$ cat config.mk
export PLATFORM = sky130hd
export DESIGN_NAME = port_config_ext_int
export DESIGN_NICKNAME = d
export VERILOG_FILES = /design/src/rtl/port_cfg_pkg.sv /design/src/rtl/pin_ctl_if.sv /design/src/rtl/pin_drive.sv /design/src/rtl/port_config_ext_int.sv
export VERILOG_INCLUDE_DIRS = /design/src /design/src/rtl
export SDC_FILE = /design/constraint.sdc
export NUM_CORES = 1
export LEC_CHECK = 0
export BUFFER_PORTS_ARGS = -buffer_cell sky130_fd_sc_hd__buf_4
export CAP_MARGIN = 15
export CORE_MARGIN = 2
export CORE_UTILIZATION = 47
export CTS_BUF_LIST = sky130_fd_sc_hd__clkbuf_4 sky130_fd_sc_hd__clkbuf_8
export DETAILED_ROUTE_END_ITERATION = 10
export PLACE_DENSITY = 0.75
export SKIP_LAST_GASP = 1
export SYNTH_ARGS = -nofsm -noshare
export SYNTH_HDL_FRONTEND = slang
export SYNTH_HIERARCHICAL = 1
export SYNTH_SLANG_ARGS = --single-unit
$ cat constraint.sdc
create_clock -name clk -period 2 [get_ports clk]
set_clock_uncertainty 0.2 [all_clocks]
set_input_delay 0.3 -clock clk [delete_from_list [all_inputs] [get_ports clk]]
set_output_delay 0.3 -clock clk [all_outputs]
set_load 0.01 [all_outputs]
$ cat src/rtl/port_cfg_consts.svh
// Named constants of the port configuration block: register indices,
// field ranges, mode encodings, reset values and pin numbering.
// Assumes the includer wants plain text macros; holds no logic.
`ifndef PORT_CFG_CONSTS_SVH
`define PORT_CFG_CONSTS_SVH
// Register indices; the bus byte address is four times the index
`define REG_P0MODE_IDX 8'he7
`define REG_P0FLAGS_IDX 8'he8
`define REG_P1CTL_IDX 8'he9
`define REG_P2HI_IDX 8'hea
`define REG_P2LO_IDX 8'heb
`define REG_EVT_STAT_IDX 8'he0
`define REG_EVT_MASK_IDX 8'he1
`define ADDR_W 10
`define NUM_PINS 11
`define NUM_SRC 2
// Reset values
`define RST_BYTE 8'h00
`define RST_MODE 4'h0
`define RST_P2HI 7'h00
`define RST_EVT 2'h0
`define RST_PINS 11'h000
`define RST_WORD 32'h0000_0000
// Flag register bit positions
`define BIT_EN1 3
`define BIT_PEND1 2
`define BIT_EN0 1
`define BIT_PEND0 0
// Port 1 open-drain bits and the pin fields of ports 0, 1 and 2, 2-bit except the 3-bit port 2 pin 6 field
`define P1_OD1_BIT 7
`define P1_OD0_BIT 6
`define P1_PIN1_F 3:2
`define P1_PIN0_F 1:0
`define P0_PIN1_F 3:2
`define P0_PIN0_F 1:0
`define P2H_PIN6_F 6:4
`define P2H_PIN5_F 3:2
`define P2H_PIN4_F 1:0
`define P2L_PIN3_F 7:6
`define P2L_PIN2_F 5:4
`define P2L_PIN1_F 3:2
`define P2L_PIN0_F 1:0
// Two-bit codes
`define M2_00 2'h0
`define M2_01 2'h1
`define M2_10 2'h2
`define M2_11 2'h3
// Three-bit codes for port 2 pin 6
`define M3_PU 3'h0
`define M3_IN 3'h1
`define M3_PP 3'h4
`define M3_ODPU 3'h5
`define M3_OD 3'h6
`define M3_CLK 3'h7
// Pin numbering on the flat pad vectors
`define PIN_P0_0 0
`define PIN_P0_1 1
`define PIN_P1_0 2
`define PIN_P1_1 3
`define PIN_P2_0 4
`define PIN_P2_3 7
`define PIN_P2_5 9
`define PIN_P2_6 10
`endif

$ cat src/rtl/port_cfg_pkg.sv
// Types shared by the port configuration block and its pad driver.
// Assumes the constants header is available to whoever includes it.
package port_cfg_pkg;
   // Electrical behaviour of one pad
   typedef enum logic [2:0] {
      PM_IN,            // Schmitt input, no pull
      PM_IN_PU,         // Schmitt input with pull-up
      PM_IN_PD,         // Schmitt input with pull-down
      PM_ANALOG,        // Analog input, input buffer off
      PM_PUSH_PULL,     // Driven both ways from port data
      PM_OPEN_DRAIN,    // Low side only
      PM_OPEN_DRAIN_PU, // Low side only, pull-up on
      PM_ALT_OUT        // Push-pull from the alternate source
   } pin_mode_t;
endpackage : port_cfg_pkg

$ cat src/rtl/pin_ctl_if.sv
// Carrier between the configuration registers and the pad driver.
// Assumes one clock domain; all signals are per pin, one bit each except mode, a three-bit pin_mode_t.
`timescale 1ns/1ps
`include "port_cfg_consts.svh"
interface pin_ctl_if;
   import port_cfg_pkg::*;
   pin_mode_t mode [`NUM_PINS]; // Decoded pad behaviour
   logic [`NUM_PINS-1:0] dout; // Port data to drive
   logic [`NUM_PINS-1:0] alt; // Alternate function source
   logic [`NUM_PINS-1:0] pad_out; // Pad output level
   logic [`NUM_PINS-1:0] pad_oe; // Pad output enable
   logic [`NUM_PINS-1:0] pad_pu; // Pull-up enable
   logic [`NUM_PINS-1:0] pad_pd; // Pull-down enable
   logic [`NUM_PINS-1:0] pad_ana; // Analog switch enable
   logic [`NUM_PINS-1:0] ibuf_en; // Digital input buffer enable
   modport ctl (output mode, dout, alt, input pad_out, pad_oe, pad_pu, pad_pd, pad_ana, ibuf_en);
   modport drv (input mode, dout, alt, output pad_out, pad_oe, pad_pu, pad_pd, pad_ana, ibuf_en);
endinterface : pin_ctl_if

$ cat src/rtl/pin_drive.sv
// Pad driver: turns each pin's decoded mode into registered pad controls.
// Assumes mode, dout and alt are stable synchronous values from the
// configuration logic; every pad control leaves here from a flip-flop.
`timescale 1ns/1ps
`include "port_cfg_consts.svh"
module pin_drive (
   input wire logic clk, // System clock
   input wire logic srst, // Synchronous reset, active high
   pin_ctl_if.drv pins // Mode in, pad controls out
);
   import port_cfg_pkg::*;

   // One identical cell per pin
   for (genvar i = 0; i < `NUM_PINS; i++) begin : g_pin
      // Reset leaves every pad an undriven, unpulled input
      always_ff @(posedge clk) begin
         if (srst) begin
            pins.pad_out[i] <= 1'b0;
            pins.pad_oe[i] <= 1'b0;
            pins.pad_pu[i] <= 1'b0;
            pins.pad_pd[i] <= 1'b0;
            pins.pad_ana[i] <= 1'b0;
            pins.ibuf_en[i] <= 1'b1;
         end else begin
            pins.pad_out[i] <= 1'b0;
            pins.pad_oe[i] <= 1'b0;
            pins.pad_pu[i] <= 1'b0;
            pins.pad_pd[i] <= 1'b0;
            pins.pad_ana[i] <= 1'b0;
            pins.ibuf_en[i] <= 1'b1;
            case (pins.mode[i])
               PM_IN: begin
               end
               PM_IN_PU: begin
                  pins.pad_pu[i] <= 1'b1;
               end
               PM_IN_PD: begin
                  pins.pad_pd[i] <= 1'b1;
               end
               // Buffer off so a mid-rail level burns no current
               PM_ANALOG: begin
                  pins.pad_ana[i] <= 1'b1;
                  pins.ibuf_en[i] <= 1'b0;
               end
               PM_PUSH_PULL: begin
                  pins.pad_out[i] <= pins.dout[i];
                  pins.pad_oe[i] <= 1'b1;
               end
               // Open drain only pulls low; a one releases the pad
               PM_OPEN_DRAIN: begin
                  pins.pad_oe[i] <= ~pins.dout[i];
               end
               PM_OPEN_DRAIN_PU: begin
                  pins.pad_oe[i] <= ~pins.dout[i];
                  pins.pad_pu[i] <= 1'b1;
               end
               PM_ALT_OUT: begin
                  pins.pad_out[i] <= pins.alt[i];
                  pins.pad_oe[i] <= 1'b1;
               end
               default: begin
               end
            endcase
         end
      end
   end
endmodule : pin_drive

$ cat src/rtl/port_config_ext_int.sv
// Pin configuration for ports 0, 1 and 2 with two falling-edge sources.
// Assumes an Avalon-MM master on the system clock, pad inputs already
// synchronous to clk, and port data, timer match and clock-out sources
// supplied by neighbouring blocks.
`timescale 1ns/1ps
`include "port_cfg_consts.svh"

module port_config_ext_int (
   input wire logic clk, // System clock, 40 MHz
   input wire logic srst, // Synchronous reset, active high
   input wire logic [`ADDR_W-1:0] avs_address, // Byte address
   input wire logic avs_read, // Read request
   input wire logic avs_write, // Write request
   input wire logic [31:0] avs_writedata, // Write data
   input wire logic [3:0] avs_byteenable, // Byte lanes
   output logic [31:0] avs_readdata, // Read data
   output logic avs_waitrequest, // Stall while high
   input wire logic [`NUM_PINS-1:0] pad_in, // Pad levels
   output logic [`NUM_PINS-1:0] pad_out, // Pad drive level
   output logic [`NUM_PINS-1:0] pad_oe, // Pad drive enable
   output logic [`NUM_PINS-1:0] pad_pu, // Pull-up enables
   output logic [`NUM_PINS-1:0] pad_pd, // Pull-down enables
   output logic [`NUM_PINS-1:0] pad_ana, // Analog switch enables
   output logic [`NUM_PINS-1:0] pad_ibuf_en, // Input buffer enables
   output logic [`NUM_PINS-1:0] pin_din, // Sampled pad levels
   input wire logic [`NUM_PINS-1:0] pin_dout, // Port data latches
   input wire logic timer_zero_match_out, // Timer match level
   input wire logic clk_out_src, // Clock for the clock-out function
   output logic ext_req, // External source request
   output logic irq // Event interrupt, level
);
   import port_cfg_pkg::*;

   pin_ctl_if pins (); // Decoded modes to the pad driver

   logic [3:0] port0_pin_mode; // Mode fields of port 0 pins 1 and 0
   logic [3:0] port0_ext_irq_flags; // Enables and pending flags
   logic [7:0] port1_pin_control; // Port 1 control
   logic [6:0] port2_upper_pin_control; // Port 2 pins 6..4
   logic [7:0] port2_lower_pin_control; // Port 2 pins 3..0
   logic [`NUM_SRC-1:0] evt_status; // Sticky edge events
   logic [`NUM_SRC-1:0] evt_mask; // Event interrupt mask
   logic [`NUM_PINS-1:0] din_prev; // Previous sampled levels
   logic [`NUM_SRC-1:0] fall; // Sensed falling edges
   logic [`NUM_SRC-1:0] sensing; // Source pin in sensing mode
   logic req; // Bus request present
   logic fire; // Bus access completes this edge
   logic wr_fire; // Write completes this edge
   logic lane0; // Low byte lane written
   logic [7:0] wbyte; // Low byte of write data
   logic [31:0] next_readdata; // Read mux
   logic [`ADDR_W-1:0] a_p0mode; // Byte addresses of each register
   logic [`ADDR_W-1:0] a_p0flags;
   logic [`ADDR_W-1:0] a_p1ctl;
   logic [`ADDR_W-1:0] a_p2hi;
   logic [`ADDR_W-1:0] a_p2lo;
   logic [`ADDR_W-1:0] a_stat;
   logic [`ADDR_W-1:0] a_mask;

   assign a_p0mode = {`REG_P0MODE_IDX, 2'b00};
   assign a_p0flags = {`REG_P0FLAGS_IDX, 2'b00};
   assign a_p1ctl = {`REG_P1CTL_IDX, 2'b00};
   assign a_p2hi = {`REG_P2HI_IDX, 2'b00};
   assign a_p2lo = {`REG_P2LO_IDX, 2'b00};
   assign a_stat = {`REG_EVT_STAT_IDX, 2'b00};
   assign a_mask = {`REG_EVT_MASK_IDX, 2'b00};

   // Bus handshake terms
   assign req = avs_read | avs_write;
   assign fire = req & ~avs_waitrequest;
   assign wr_fire = avs_write & ~avs_waitrequest;
   assign lane0 = avs_byteenable[0];
   assign wbyte = avs_writedata[7:0];

   // Port 0 pins: input sensing, pull-up, output or analog
   function automatic pin_mode_t dec_p0(input logic [1:0] f);
      case (f)
         `M2_00: dec_p0 = PM_IN;
         `M2_01: dec_p0 = PM_IN_PU;
         `M2_10: dec_p0 = PM_PUSH_PULL;
         default: dec_p0 = PM_ANALOG;
      endcase
   endfunction : dec_p0

   // Port 1 pins: open-drain bit only matters in output mode
   function automatic pin_mode_t dec_p1(input logic od, input logic [1:0] f);
      case (f)
         `M2_00: dec_p1 = PM_IN;
         `M2_01: dec_p1 = PM_IN_PU;
         `M2_10: dec_p1 = od ? PM_OPEN_DRAIN : PM_PUSH_PULL;
         default: dec_p1 = PM_IN_PD;
      endcase
   endfunction : dec_p1

   // Port 2 two-bit pins; pin 0 swaps open drain for the timer output
   function automatic pin_mode_t dec_p2(input logic [1:0] f, input logic alt_pin);
      case (f)
         `M2_00: dec_p2 = PM_IN_PU;
         `M2_01: dec_p2 = PM_IN;
         `M2_10: dec_p2 = PM_PUSH_PULL;
         default: dec_p2 = alt_pin ? PM_ALT_OUT : PM_OPEN_DRAIN;
      endcase
   endfunction : dec_p2

   // Port 2 pin 6 three-bit field; both 01x codes mean analog
   function automatic pin_mode_t dec_p26(input logic [2:0] f);
      case (f)
         `M3_PU: dec_p26 = PM_IN_PU;
         `M3_IN: dec_p26 = PM_IN;
         `M3_PP: dec_p26 = PM_PUSH_PULL;
         `M3_ODPU: dec_p26 = PM_OPEN_DRAIN_PU;
         `M3_OD: dec_p26 = PM_OPEN_DRAIN;
         `M3_CLK: dec_p26 = PM_ALT_OUT;
         default: dec_p26 = PM_ANALOG;
      endcase
   endfunction : dec_p26

   // Mode decode for every pin
   always_comb begin
      pins.mode[`PIN_P0_0] = dec_p0(port0_pin_mode[`P0_PIN0_F]);
      pins.mode[`PIN_P0_1] = dec_p0(port0_pin_mode[`P0_PIN1_F]);
      // open-drain and mode of pin zero
      pins.mode[`PIN_P1_0] = dec_p1(port1_pin_control[`P1_OD0_BIT], port1_pin_control[`P1_PIN0_F]);
      // open-drain and mode of pin one
      pins.mode[`PIN_P1_1] = dec_p1(port1_pin_control[`P1_OD1_BIT], port1_pin_control[`P1_PIN1_F]);
      pins.mode[`PIN_P2_0] = dec_p2(port2_lower_pin_control[`P2L_PIN0_F], 1'b1);
      pins.mode[`PIN_P2_0+1] = dec_p2(port2_lower_pin_control[`P2L_PIN1_F], 1'b0);
      pins.mode[`PIN_P2_0+2] = dec_p2(port2_lower_pin_control[`P2L_PIN2_F], 1'b0);
      pins.mode[`PIN_P2_3] = dec_p2(port2_lower_pin_control[`P2L_PIN3_F], 1'b0);
      pins.mode[`PIN_P2_3+1] = dec_p2(port2_upper_pin_control[`P2H_PIN4_F], 1'b0);
      pins.mode[`PIN_P2_5] = dec_p2(port2_upper_pin_control[`P2H_PIN5_F], 1'b0);
      pins.mode[`PIN_P2_6] = dec_p26(port2_upper_pin_control[`P2H_PIN6_F]);
   end

   // Alternate sources reach only the pins that carry them
   always_comb begin
      pins.alt = `RST_PINS;
      pins.alt[`PIN_P2_0] = timer_zero_match_out;
      pins.alt[`PIN_P2_6] = clk_out_src;
   end
   assign pins.dout = pin_dout;

   pin_drive pin_drive_i (
      .clk(clk),
      .srst(srst),
      .pins(pins)
   );

   // Pad controls pass out of the driver's flip-flops unchanged
   assign pad_out = pins.pad_out;
   assign pad_oe = pins.pad_oe;
   assign pad_pu = pins.pad_pu;
   assign pad_pd = pins.pad_pd;
   assign pad_ana = pins.pad_ana;
   assign pad_ibuf_en = pins.ibuf_en;

   // Sampled pad levels and their previous value for edge sensing
   always_ff @(posedge clk) begin
      if (srst) begin
         pin_din <= `RST_PINS;
         din_prev <= `RST_PINS;
      end else begin
         pin_din <= pad_in;
         din_prev <= pin_din;
      end
   end

   for (genvar s = 0; s < `NUM_SRC; s++) begin : g_src
      // Only the two input codes sense; output and analog do not
      assign sensing[s] = ~port0_pin_mode[2*s+1];
      assign fall[s] = sensing[s] & din_prev[`PIN_P0_0+s] & ~pin_din[`PIN_P0_0+s];
   end

   // Configuration registers, written at the completing edge
   always_ff @(posedge clk) begin
      if (srst) begin
         port0_pin_mode <= `RST_MODE;
         port1_pin_control <= `RST_BYTE;
         port2_upper_pin_control <= `RST_P2HI;
         port2_lower_pin_control <= `RST_BYTE;
         evt_mask <= `RST_EVT;
      end else if (wr_fire && lane0) begin
         if (avs_address == a_p0mode) begin
            port0_pin_mode <= wbyte[3:0];
         end
         if (avs_address == a_p1ctl) begin
            // Bits 5..4 do not exist and stay zero
            port1_pin_control <= {wbyte[`P1_OD1_BIT:`P1_OD0_BIT], 2'b00, wbyte[3:0]};
         end
         if (avs_address == a_p2hi) begin
            port2_upper_pin_control <= wbyte[6:0];
         end
         if (avs_address == a_p2lo) begin
            port2_lower_pin_control <= wbyte;
         end
         if (avs_address == a_mask) begin
            evt_mask <= wbyte[`NUM_SRC-1:0];
         end
      end
   end

   // Enable bits of the flag register
   always_ff @(posedge clk) begin
      if (srst) begin
         port0_ext_irq_flags[`BIT_EN1] <= 1'b0;
         port0_ext_irq_flags[`BIT_EN0] <= 1'b0;
      end else if (wr_fire && lane0 && avs_address == a_p0flags) begin
         port0_ext_irq_flags[`BIT_EN1] <= wbyte[`BIT_EN1];
         port0_ext_irq_flags[`BIT_EN0] <= wbyte[`BIT_EN0];
      end
   end

   // Pending flags: an edge wins over a clearing write in the same cycle
   always_ff @(posedge clk) begin
      if (srst) begin
         port0_ext_irq_flags[`BIT_PEND1] <= 1'b0;
         port0_ext_irq_flags[`BIT_PEND0] <= 1'b0;
      end else begin
         if (fall[1]) begin
            port0_ext_irq_flags[`BIT_PEND1] <= 1'b1;
         end else if (wr_fire && lane0 && avs_address == a_p0flags && !wbyte[`BIT_PEND1]) begin
            port0_ext_irq_flags[`BIT_PEND1] <= 1'b0;
         end
         if (fall[0]) begin
            port0_ext_irq_flags[`BIT_PEND0] <= 1'b1;
         end else if (wr_fire && lane0 && avs_address == a_p0flags && !wbyte[`BIT_PEND0]) begin
            port0_ext_irq_flags[`BIT_PEND0] <= 1'b0;
         end
      end
   end

   // Sticky event status, cleared by a completed read of it
   always_ff @(posedge clk) begin
      if (srst) begin
         evt_status <= `RST_EVT;
      end else if (fire && avs_read && avs_address == a_stat) begin
         evt_status <= fall;
      end else begin
         evt_status <= evt_status | fall;
      end
   end

   // request while pending and enabled; flag stays until software
   // clears it, so a missed clear keeps the request up
   always_ff @(posedge clk) begin
      if (srst) begin
         ext_req <= 1'b0;
         irq <= 1'b0;
      end else begin
         ext_req <= (port0_ext_irq_flags[`BIT_PEND1] & port0_ext_irq_flags[`BIT_EN1])
                  | (port0_ext_irq_flags[`BIT_PEND0] & port0_ext_irq_flags[`BIT_EN0]);
         irq <= |(evt_status & evt_mask);
      end
   end

   // Read mux; unmapped addresses read zero
   always_comb begin
      next_readdata = `RST_WORD;
      case (avs_address)
         a_p0mode: next_readdata[3:0] = port0_pin_mode;
         a_p0flags: next_readdata[3:0] = port0_ext_irq_flags;
         a_p1ctl: next_readdata[7:0] = port1_pin_control;
         a_p2hi: next_readdata[6:0] = port2_upper_pin_control;
         a_p2lo: next_readdata[7:0] = port2_lower_pin_control;
         a_stat: next_readdata[`NUM_SRC-1:0] = evt_status;
         a_mask: next_readdata[`NUM_SRC-1:0] = evt_mask;
         default: next_readdata = `RST_WORD;
      endcase
   end

   // One wait cycle per access keeps read data a plain register
   always_ff @(posedge clk) begin
      if (srst) begin
         avs_waitrequest <= 1'b1;
         avs_readdata <= `RST_WORD;
      end else if (req && avs_waitrequest) begin
         avs_waitrequest <= 1'b0;
         avs_readdata <= next_readdata;
      end else begin
         avs_waitrequest <= 1'b1;
      end
   end
endmodule : port_config_ext_int

======== Word level (Yosys, flattened, before mapping) ========
Cells that the tools add are included.
word-level totals
  register bits ........................... 123
  word-level logic and storage cells ...... 396
  input bits .............................. 74
cells by class
  bitwise operators ....................... 37
  reductions and logical operators ........ 70
  equal/unequal tests ..................... 109
  mux-type cells .......................... 98
operators by type and width
  cell                  number
  $eq 3x3->1 const B    48
  $pmux 3 s3            10
  $reduce_or 2->1       43
  $eq 10x10->1 const B  7
  $eq 3x2->1 const B    22
  $mux 1                56
  $eq 3x1->1 const B    12
  $mux 2                13
  $pmux 1 s2            13
  $not 1->1             25
  $eq 2x1->1 const B    10
  $eq 2x2->1 const B    10
  $logic_not 2->1       10
  $pmux 3 s6            1
  $mux 3                5
  $reduce_and 2->1      5
  $and 1x1->1           8
  $logic_and 1x1->1     7
  $reduce_bool 2->1     2
  $logic_not 3->1       1
  $and 2x2->2           1
  $logic_not 1->1       2
  $or 1x1->1            2
  $or 2x2->2            1

======== Longest topological paths before layout ========
Gate-level depths: netlist (run 1).
  word-level depth ........................ 8
  gate-level depth with buffers ........... 6

======== Cells and area by module ========
The synthesis (run 1) kept the hierarchy.
modules (own cells, without submodules)
  module               area each (um2)  cells an instance  times used
  port_config_ext_int  2934.1           327                1
  pin_drive            2306.0           213                1

======== Least setup slack after synthesis (run 1) ========
No wires, ideal clock.
  path kind ............................... input-to-reg
  start point ............................. input avs_address[1]
  end point ............................... register port2_upper_pin_control[1]
  arrival ................................. 1840 ps
  setup time .............................. 72 ps
  stages .................................. 5
  buffers on the path ..................... 1
  slack ................................... -111 ps
  cell sequence ........................... or4b_4 -> nor4_1 -> and2_1 -> buf_6 -> mux2i_1
on the way
  cells in the longest elaborated chain, start to end .. 2
ends and longest elaborated chain
  what                               line                        source
  from (decl)                        port_config_ext_int.sv:11   input wire logic [`ADDR_W-1:0] avs_address,
  $eq 10x10->1                       port_config_ext_int.sv:190  if (avs_address == a_p2hi) begin
  $reduce_and 2->1 (no source line)  --
  to (signal assigned)               port_config_ext_int.sv:179  port2_upper_pin_control <= `RST_P2HI;
  to (signal assigned)               port_config_ext_int.sv:191  port2_upper_pin_control <= wbyte[6:0];
  to (decl)                          port_config_ext_int.sv:39   logic [6:0] port2_upper_pin_control;
Every way passes these cells.
A chain may end at the register's enable or synchronous reset.

======== Final worst setup path (run 1) ========
  start point ............................. input avs_address[1]
  end point ............................... register avs_readdata[4]
on the way
  cells in the longest elaborated chain, start to end .. 6
  elaborated cells on any way between the ends .. 10
  those cells by class .................... 5 x eq/ne; 5 x mux
ends and longest elaborated chain
  what                  line                        source
  $eq 10x10->1          port_config_ext_int.sv:259  case (avs_address)
  $mux 3 (4 in series)  port_config_ext_int.sv:259
  $mux 3 *              port_config_ext_int.sv:259
  to (signal assigned)  port_config_ext_int.sv:275  avs_readdata <= `RST_WORD;
  to (signal assigned)  port_config_ext_int.sv:278  avs_readdata <= next_readdata;
  to (decl)             port_config_ext_int.sv:16   output logic [31:0] avs_readdata,
Every way passes the cells marked *; elsewhere a longest branch is shown, timed or not.

==> results_dict.tcl, run 1 <==
set metrics [dict create \
    grt.overflow.total 0 \
    grt_pass1_vias 4020 \
    num_rows 38 \
    layout-drive-gt1-share 0.2646 \
    final_hold_viol_count 0 \
    grt_setup_unrepaired "no" \
    slew_violations 0 \
    worst_ep_arrival_time_ps 1960 \
    antenna_cells_inserted 0 \
    ys.flop_type "dfxtp_1" \
    clkTransAtPathRegs_ps 70 \
    fin_tns_setup_ps 0 \
    ctsResizeCount 0 \
    grt_pass1_wl_um 18620 \
    switchingPower_w 0.001117 \
    hold_buffers 30 \
    ant_nets 0 \
    cts_tree "built" \
    synthXorXnorAreaFrac 0.01839 \
    ys_seq_area_frac 0.4699 \
    required_ps 2160 \
    post_cts_buffers 0 \
    synthCells 540 \
    area_growth_pct 38.35 \
    port_buffers 134 \
    numCtsBuffers 17 \
    maxCapViolCount 0 \
    worstSkewPairLatency_ps 420 \
    syn_area_um2 5240 \
    grt_max_degree 43 \
    final.period_utilization 0.9007 \
    r2r_setup_slack_ps 200 \
    endpoint_kind "register" \
    synth_top_family_by_area "simple AND/OR/NAND/NOR gates" \
    synth_fa_ha_area_frac 0.02865 \
    vdd_ir_drop_max_uv 449.1 \
    vias 4337 \
    powerDensity_nw_per_um2 703.9 \
    switching_share 0.2189 \
    post-route-drc-count 0 \
    clock_path_buffers 2 \
    cts.sinks 123 \
    worstPathMaxFanout 4 \
    yosys_warnings 6 \
    start_kind "input port" \
    synthArstFlopShare 0 \
    wl_per_cell_um 12.92 \
    pwr-share-seq 0.491 \
    wl_um 11770 \
    p_leak_nw 3.363 \
    avgSynthCellArea_um2 9.704 \
    setup_viol 0 \
    utilization 0.6687 \
    dp_hpwl_um 8650 \
    core_um2 10840 \
    htree_levels 4 \
    status "finished, final reports clean" \
    p_int_w 0.003986 \
    p_comb_frac 0.080 \
    initial_utilization 0.4834 \
    track_usage 0.2017 \
    fmax_mhz 555.1 \
    die_area_um2 12010 \
    synthMuxAreaShare 0.07545 \
    gp_congestion 0.8626 \
    drtIter0Drc 250 \
    ys_ff_latch 123 \
    antenna_found_initial 0 \
    hold_class "input port to register" \
    timing.final.crit_period_ps 1801 \
    cts_root_buf "clkbuf_8" \
    synthSimpleGateAreaFrac 0.2603 \
    drt_first_pass_iters 4 \
    synth-compound-area-share 0.08166 \
    synth_cell_types 57 \
    synth_edf_count 0 \
    p_clk_frac 0.429 \
    crit_type "input port to register" \
    die_y_um 109.6 \
    viasPerCell 4.761 \
    die_x_um 109.6 \
    layout.nets 845 \
    n_fill_cell 885 \
    ioPinCount 186 \
]
==> cell type report <==
cell class / count / area, µm² / share of cell area
Sequential cell: 123 / 2462 / 0.3397
Timing Repair Buffer: 182 / 1466 / 0.2023
Multi-Input combinational cell: 420 / 2684 / 0.3702
Clock buffer: 24 / 317.8 / 0.04384
Clock inverter: 7 / 87.58 / 0.01208
Tap cell: 140 / 175.2 / 0.02416
Inverter: 15 / 56.30 / 0.007767
==> through the flow <==
stage	setup slack [ps]	cell area, µm²	power (W)	cells	hold slack [ps]
floorplan	-95.94	5487	0.002770	604	171.6
global placement	-180.6	6544	0.002905	850	247.5
detailed placement	-220.8	6544	0.002914	850	249.9
CTS	214.3	7249	0.005143	911	80.87
global route	96.26	7249	0.005301	911	97.48
finish	198.7	7249	0.005103	911	93.73
==> worst max-delay path, stage by stage <==
cell and delay (ps):
buf_4 110, or4b_4 540, or4_1 500, or3_1 360
a21oi_1 140
==> per-layer routing <==
layer	track usage	wire length [µm]	part of all wire
met1	0.2545	5096	0.43
met4	0.07595	117	0.0099
met2	0.3360	5859	0.50
met3	0.04624	693	0.059
met5	0	0	0
==> path summary, 6_finish.rpt <==
path | start | endpoint | depth (start not counted)
worst min register to register | avs_readdata[2]$_SDFFE_PP0P_ | avs_readdata[2]$_SDFFE_PP0P_ | 2
worst max register to register | port2_lower_pin_control[0]$_SDFFE_PP0P_ | pin_drive_i/pins.pad_pu[4]$_SDFF_PP0_ | 4
worst max-delay path | avs_address[1] | avs_readdata[4]$_SDFFE_PP0P_ | 5
worst min-delay path | avs_writedata[3] | port0_pin_mode[3]$_SDFFE_PP0P_ | 3
==> kinds of logic after synthesis <==
logic type | Yosys count
muxes | 39
other | 1
AOI/OAI and AO/OA | 69
buffers and inverters | 61
adders and majority gates | 12
xor gates and xnor gates | 11
and+or+nand+nor | 224
DFF | 123
==> registers in the layout, indices dropped and copies added (netlist names), 4 cells and up <==
name,count
pin_din,11
pin_drive_i/pins.ibuf_en,11
pin_drive_i/pins.pad_ana,11
pin_drive_i/pins.pad_oe,11
pin_drive_i/pins.pad_out,11
pin_drive_i/pins.pad_pd,11
pin_drive_i/pins.pad_pu,11
avs_readdata,8
port2_lower_pin_control,8
port2_upper_pin_control,7
port1_pin_control,6
port0_ext_irq_flags,4
port0_pin_mode,4
==> synth_stat cells (8+ instances only) <==
library cell  count  area (µm²)
nand2_1          65       244.0
inv_1            15       56.30
nor2b_1          20       125.1
nand3b_1         11       82.58
nand2b_1         15       93.84
and2b_1          10       75.07
nand3_1          14       70.07
and2_1           15       93.84
dfxtp_1         123        2462
nor3b_1           8       60.06
ha_1             12       150.1
buf_4            24       180.2
mux2i_1          35       350.3
clkbuf_1         14       52.55
or3b_1           22       192.7
nor2_1            8       30.03
a21oi_1          41       205.2
xor2_1           11       96.34
==> placed cells by master (no fill, tap or decap), drive strengths merged, types with 8 or more instances in the layout <==
cell,synthesis,routed
buf,32,152
dfxtp,123,123
nand2,66,66
conb,1,65
a21oi,42,42
mux2i,35,35
dlygate4sd3,0,30
clkbuf,14,24
or3b,22,22
nor2b,20,20
and2,15,15
inv,15,15
nand2b,15,15
nand3,15,15
nor3b,13,13
ha,12,12
xor2,11,11
nand3b,11,11
and2b,10,10
nor2,8,8
==> power groups by stage <==
| stage | Combinational (W) | Clock, W | Sequential (W) |
|---|---|---|---|
| floorplan | 0.000197 | 0 | 0.00257 |
| global placement | 0.000346 | 0 | 0.00256 |
| detailed placement | 0.000354 | 0 | 0.00256 |
| CTS | 0.000403 | 0.00223 | 0.00251 |
| global route | 0.000446 | 0.00235 | 0.00251 |
| finish | 0.000407 | 0.00219 | 0.00251 |
Note: power is estimated with default switching activity, not from simulation.
==> run 2, diff against run 1 <==
GPL_TIMING_DRIVEN = 0   (was unset)
==> run 2 against run 1 <==
  * Final cell count up 3.0%
  * Via count up 2.7%
  * Non-clock buffer count up 29
  * Power down 1.5%
  * Die area unchanged
  * Core utilization up 1.1 points
  * Global-route usage up 2.1 points
  * Setup slack worse by 120 ps
  * Design area up 1.6%
  * Sequential power about the same
==> results_dict.tcl, run 2 (synthesis results as in run 1) <==
set metrics [dict create \
    port_buffers 134 \
    cts_tree "built" \
    post_cts_buffers 0 \
    crit_family "simple AND/OR/NAND/NOR gates" \
    seq_area_um2 2462 \
    wl_per_cell_um 13.88 \
    core_um2 10840 \
    multi_input_area_um2 2696 \
    antenna_found_initial 0 \
    dp_hpwl_um 9381 \
    num_rows 38 \
    cts.sinks 123 \
    drt_first_pass_iters 4 \
    crit_type "input port to register" \
    track_usage 0.2231 \
    min_to "avs_waitrequest$_SDFF_PP1_" \
    crit_buf_inv 1 \
    timing.final.crit_period_ps 1917 \
    layout.nets 874 \
    place_area_um2 6668 \
    die_area_um2 12010 \
    grt_pass1_wl_um 20610 \
    ioPinCount 186 \
    area_growth_pct 40.57 \
    slowest_delay_ps 570 \
    worst_ep_arrival_time_ps 2020 \
    status "finished, final reports clean" \
    clkTransAtPathRegs_ps 70 \
    grt_setup_unrepaired "yes" \
    wl_um 13020 \
    p_leak_nw 3.433 \
    hp-start "srst" \
    cts_root_buf "clkbuf_8" \
    endpoint_kind "register" \
    min_path_cells 3 \
    r2r-end "avs_readdata[3]$_SDFFE_PP0P_" \
    path_cells "buf_4, or4b_4, nor4_2, nand2_1, mux2i_1" \
    critPathSlowestCell "nor4_2" \
    n_fill_cell 872 \
    start_kind "input port" \
    grt.overflow.total 0 \
    die_y_um 109.6 \
    final_cell_mix "buf_4, dfxtp_1, nand2_1, conb_1, a21oi_1" \
    relSlewSlack 0.5624 \
    ff2ff_path_depth 4 \
    drtIter0Drc 166 \
    dpl.cell_count 878 \
    antenna_cells_inserted 0 \
    worstReg2RegStart "avs_waitrequest$_SDFF_PP1_" \
    gp_congestion 0.9196 \
    layout-drive-gt1-share 0.2732 \
    fmax_mhz 521.8 \
    worstSkewPairLatency_ps 430 \
    ant_nets 0 \
    vias 4452 \
    setup_viol 0 \
    initial_utilization 0.4834 \
    worst_slew_pin_slew_ps 656.4 \
    stdcell_area_um2 7366 \
    die_x_um 109.6 \
    numCtsBuffers 17 \
    post-route-drc-count 0 \
    fin_cells 938 \
    clock_path_buffers 2 \
    grt_max_degree 17 \
    worstPathMaxFanout 5 \
    r2r_setup_slack_ps 170 \
    final_common_cell "buf_4" \
    required_ps 2110 \
    final_hold_viol_count 0 \
    viasPerCell 4.746 \
    grt_pass1_vias 4264 \
    vdd_ir_drop_max_uv 445.4 \
    powerDensity_nw_per_um2 682.6 \
    maxCapViolCount 0 \
    final.period_utilization 0.9583 \
    hold_class "input port to register" \
    slew_violations 0 \
    htree_levels 4 \
]
run 2: cell types whose count changed in the layout (fill, tap and decap cells not counted), moves of 2 or more:
cell,previous run,this run
buf_6,0,2
buf_4,150,158
buf_2,0,5
buf_12,2,0
clkbuf_1,0,13
clkinv_2,4,2
run 2: what timing repair did:
action | in CTS | in global routing
setup endpoints to repair | 8 | 6
resized for setup | 1 | 3
hold buffers | 31 | 0
gates cloned | 0 | 0
hold endpoints to repair | 35 | 0
run 2: final cells by class:
class | count | share of cell area
plain buffers | 46 | 0.03873
clock buffers | 23 | 0.04213
well taps | 140 | 0.02378
flip-flops and latches | 123 | 0.3343
clock inverters | 6 | 0.008663
repair buffers | 165 | 0.1787
multi-input cells | 420 | 0.3661
inverters | 15 | 0.007644
run 2: worst max path at each step:
stage                   startpoint                              to  slack [ps]  depth (start not counted)
global route        avs_address[1]  port0_pin_mode[0]$_SDFFE_PP0P_         -30                          5
CTS                 avs_address[1]  port0_pin_mode[2]$_SDFFE_PP0P_          90                          5
global placement    avs_address[1]  port0_pin_mode[0]$_SDFFE_PP0P_        -730                          5
finish              avs_address[1]  port0_pin_mode[2]$_SDFFE_PP0P_          80                          5
floorplan           avs_address[1]    avs_readdata[7]$_SDFFE_PP0P_        -100                          5
detailed placement  avs_address[1]  port0_pin_mode[2]$_SDFFE_PP0P_        -720                          5
run 2: where the power goes:
group	leakage, nW	switching, W	internal (W)
combinational	2.24	0.000216	0.000232
clock	0.189	0.000936	0.00114
sequential	1.00	0.0000181	0.00249
total	3.43	0.00117	0.00386
run 2: tightest hold or removal path, stage by stage:
cell      delay [ps]
buf_4            110
inv_1            100
nand2b_1         110
run 2: metrics by stage:
| step | worst slack [ps] | hold slack, ps | power [W] | utilization | setup TNS, ps |
|---|---|---|---|---|---|
| after global placement | -731.7 | 245.5 | 0.002942 | 0.6151 | -13630 |
| after detailed placement | -721.2 | 250.8 | 0.002948 | 0.6151 | -13100 |
| final | 83.47 | 33.05 | 0.005028 | 0.6795 | 0 |
| after floorplan | -95.94 | 171.6 | 0.002770 | - | -366.0 |
| after CTS | 92.25 | 5.353 | 0.005054 | 0.6788 | 0 |
| after global routing | -31.88 | 40.50 | 0.005207 | 0.6795 | -82.96 |
run 2: routing by layer:
metal  part of all wire  global-route usage  wire [µm]  up-vias
li1                   -                   -          -     2263
met1               0.46              0.2863       5973     2054
met2               0.48              0.3792       6297      124
met3              0.047             0.04327        614       11
met4              0.010             0.06781        135        0
met5                  0                   0          0        -
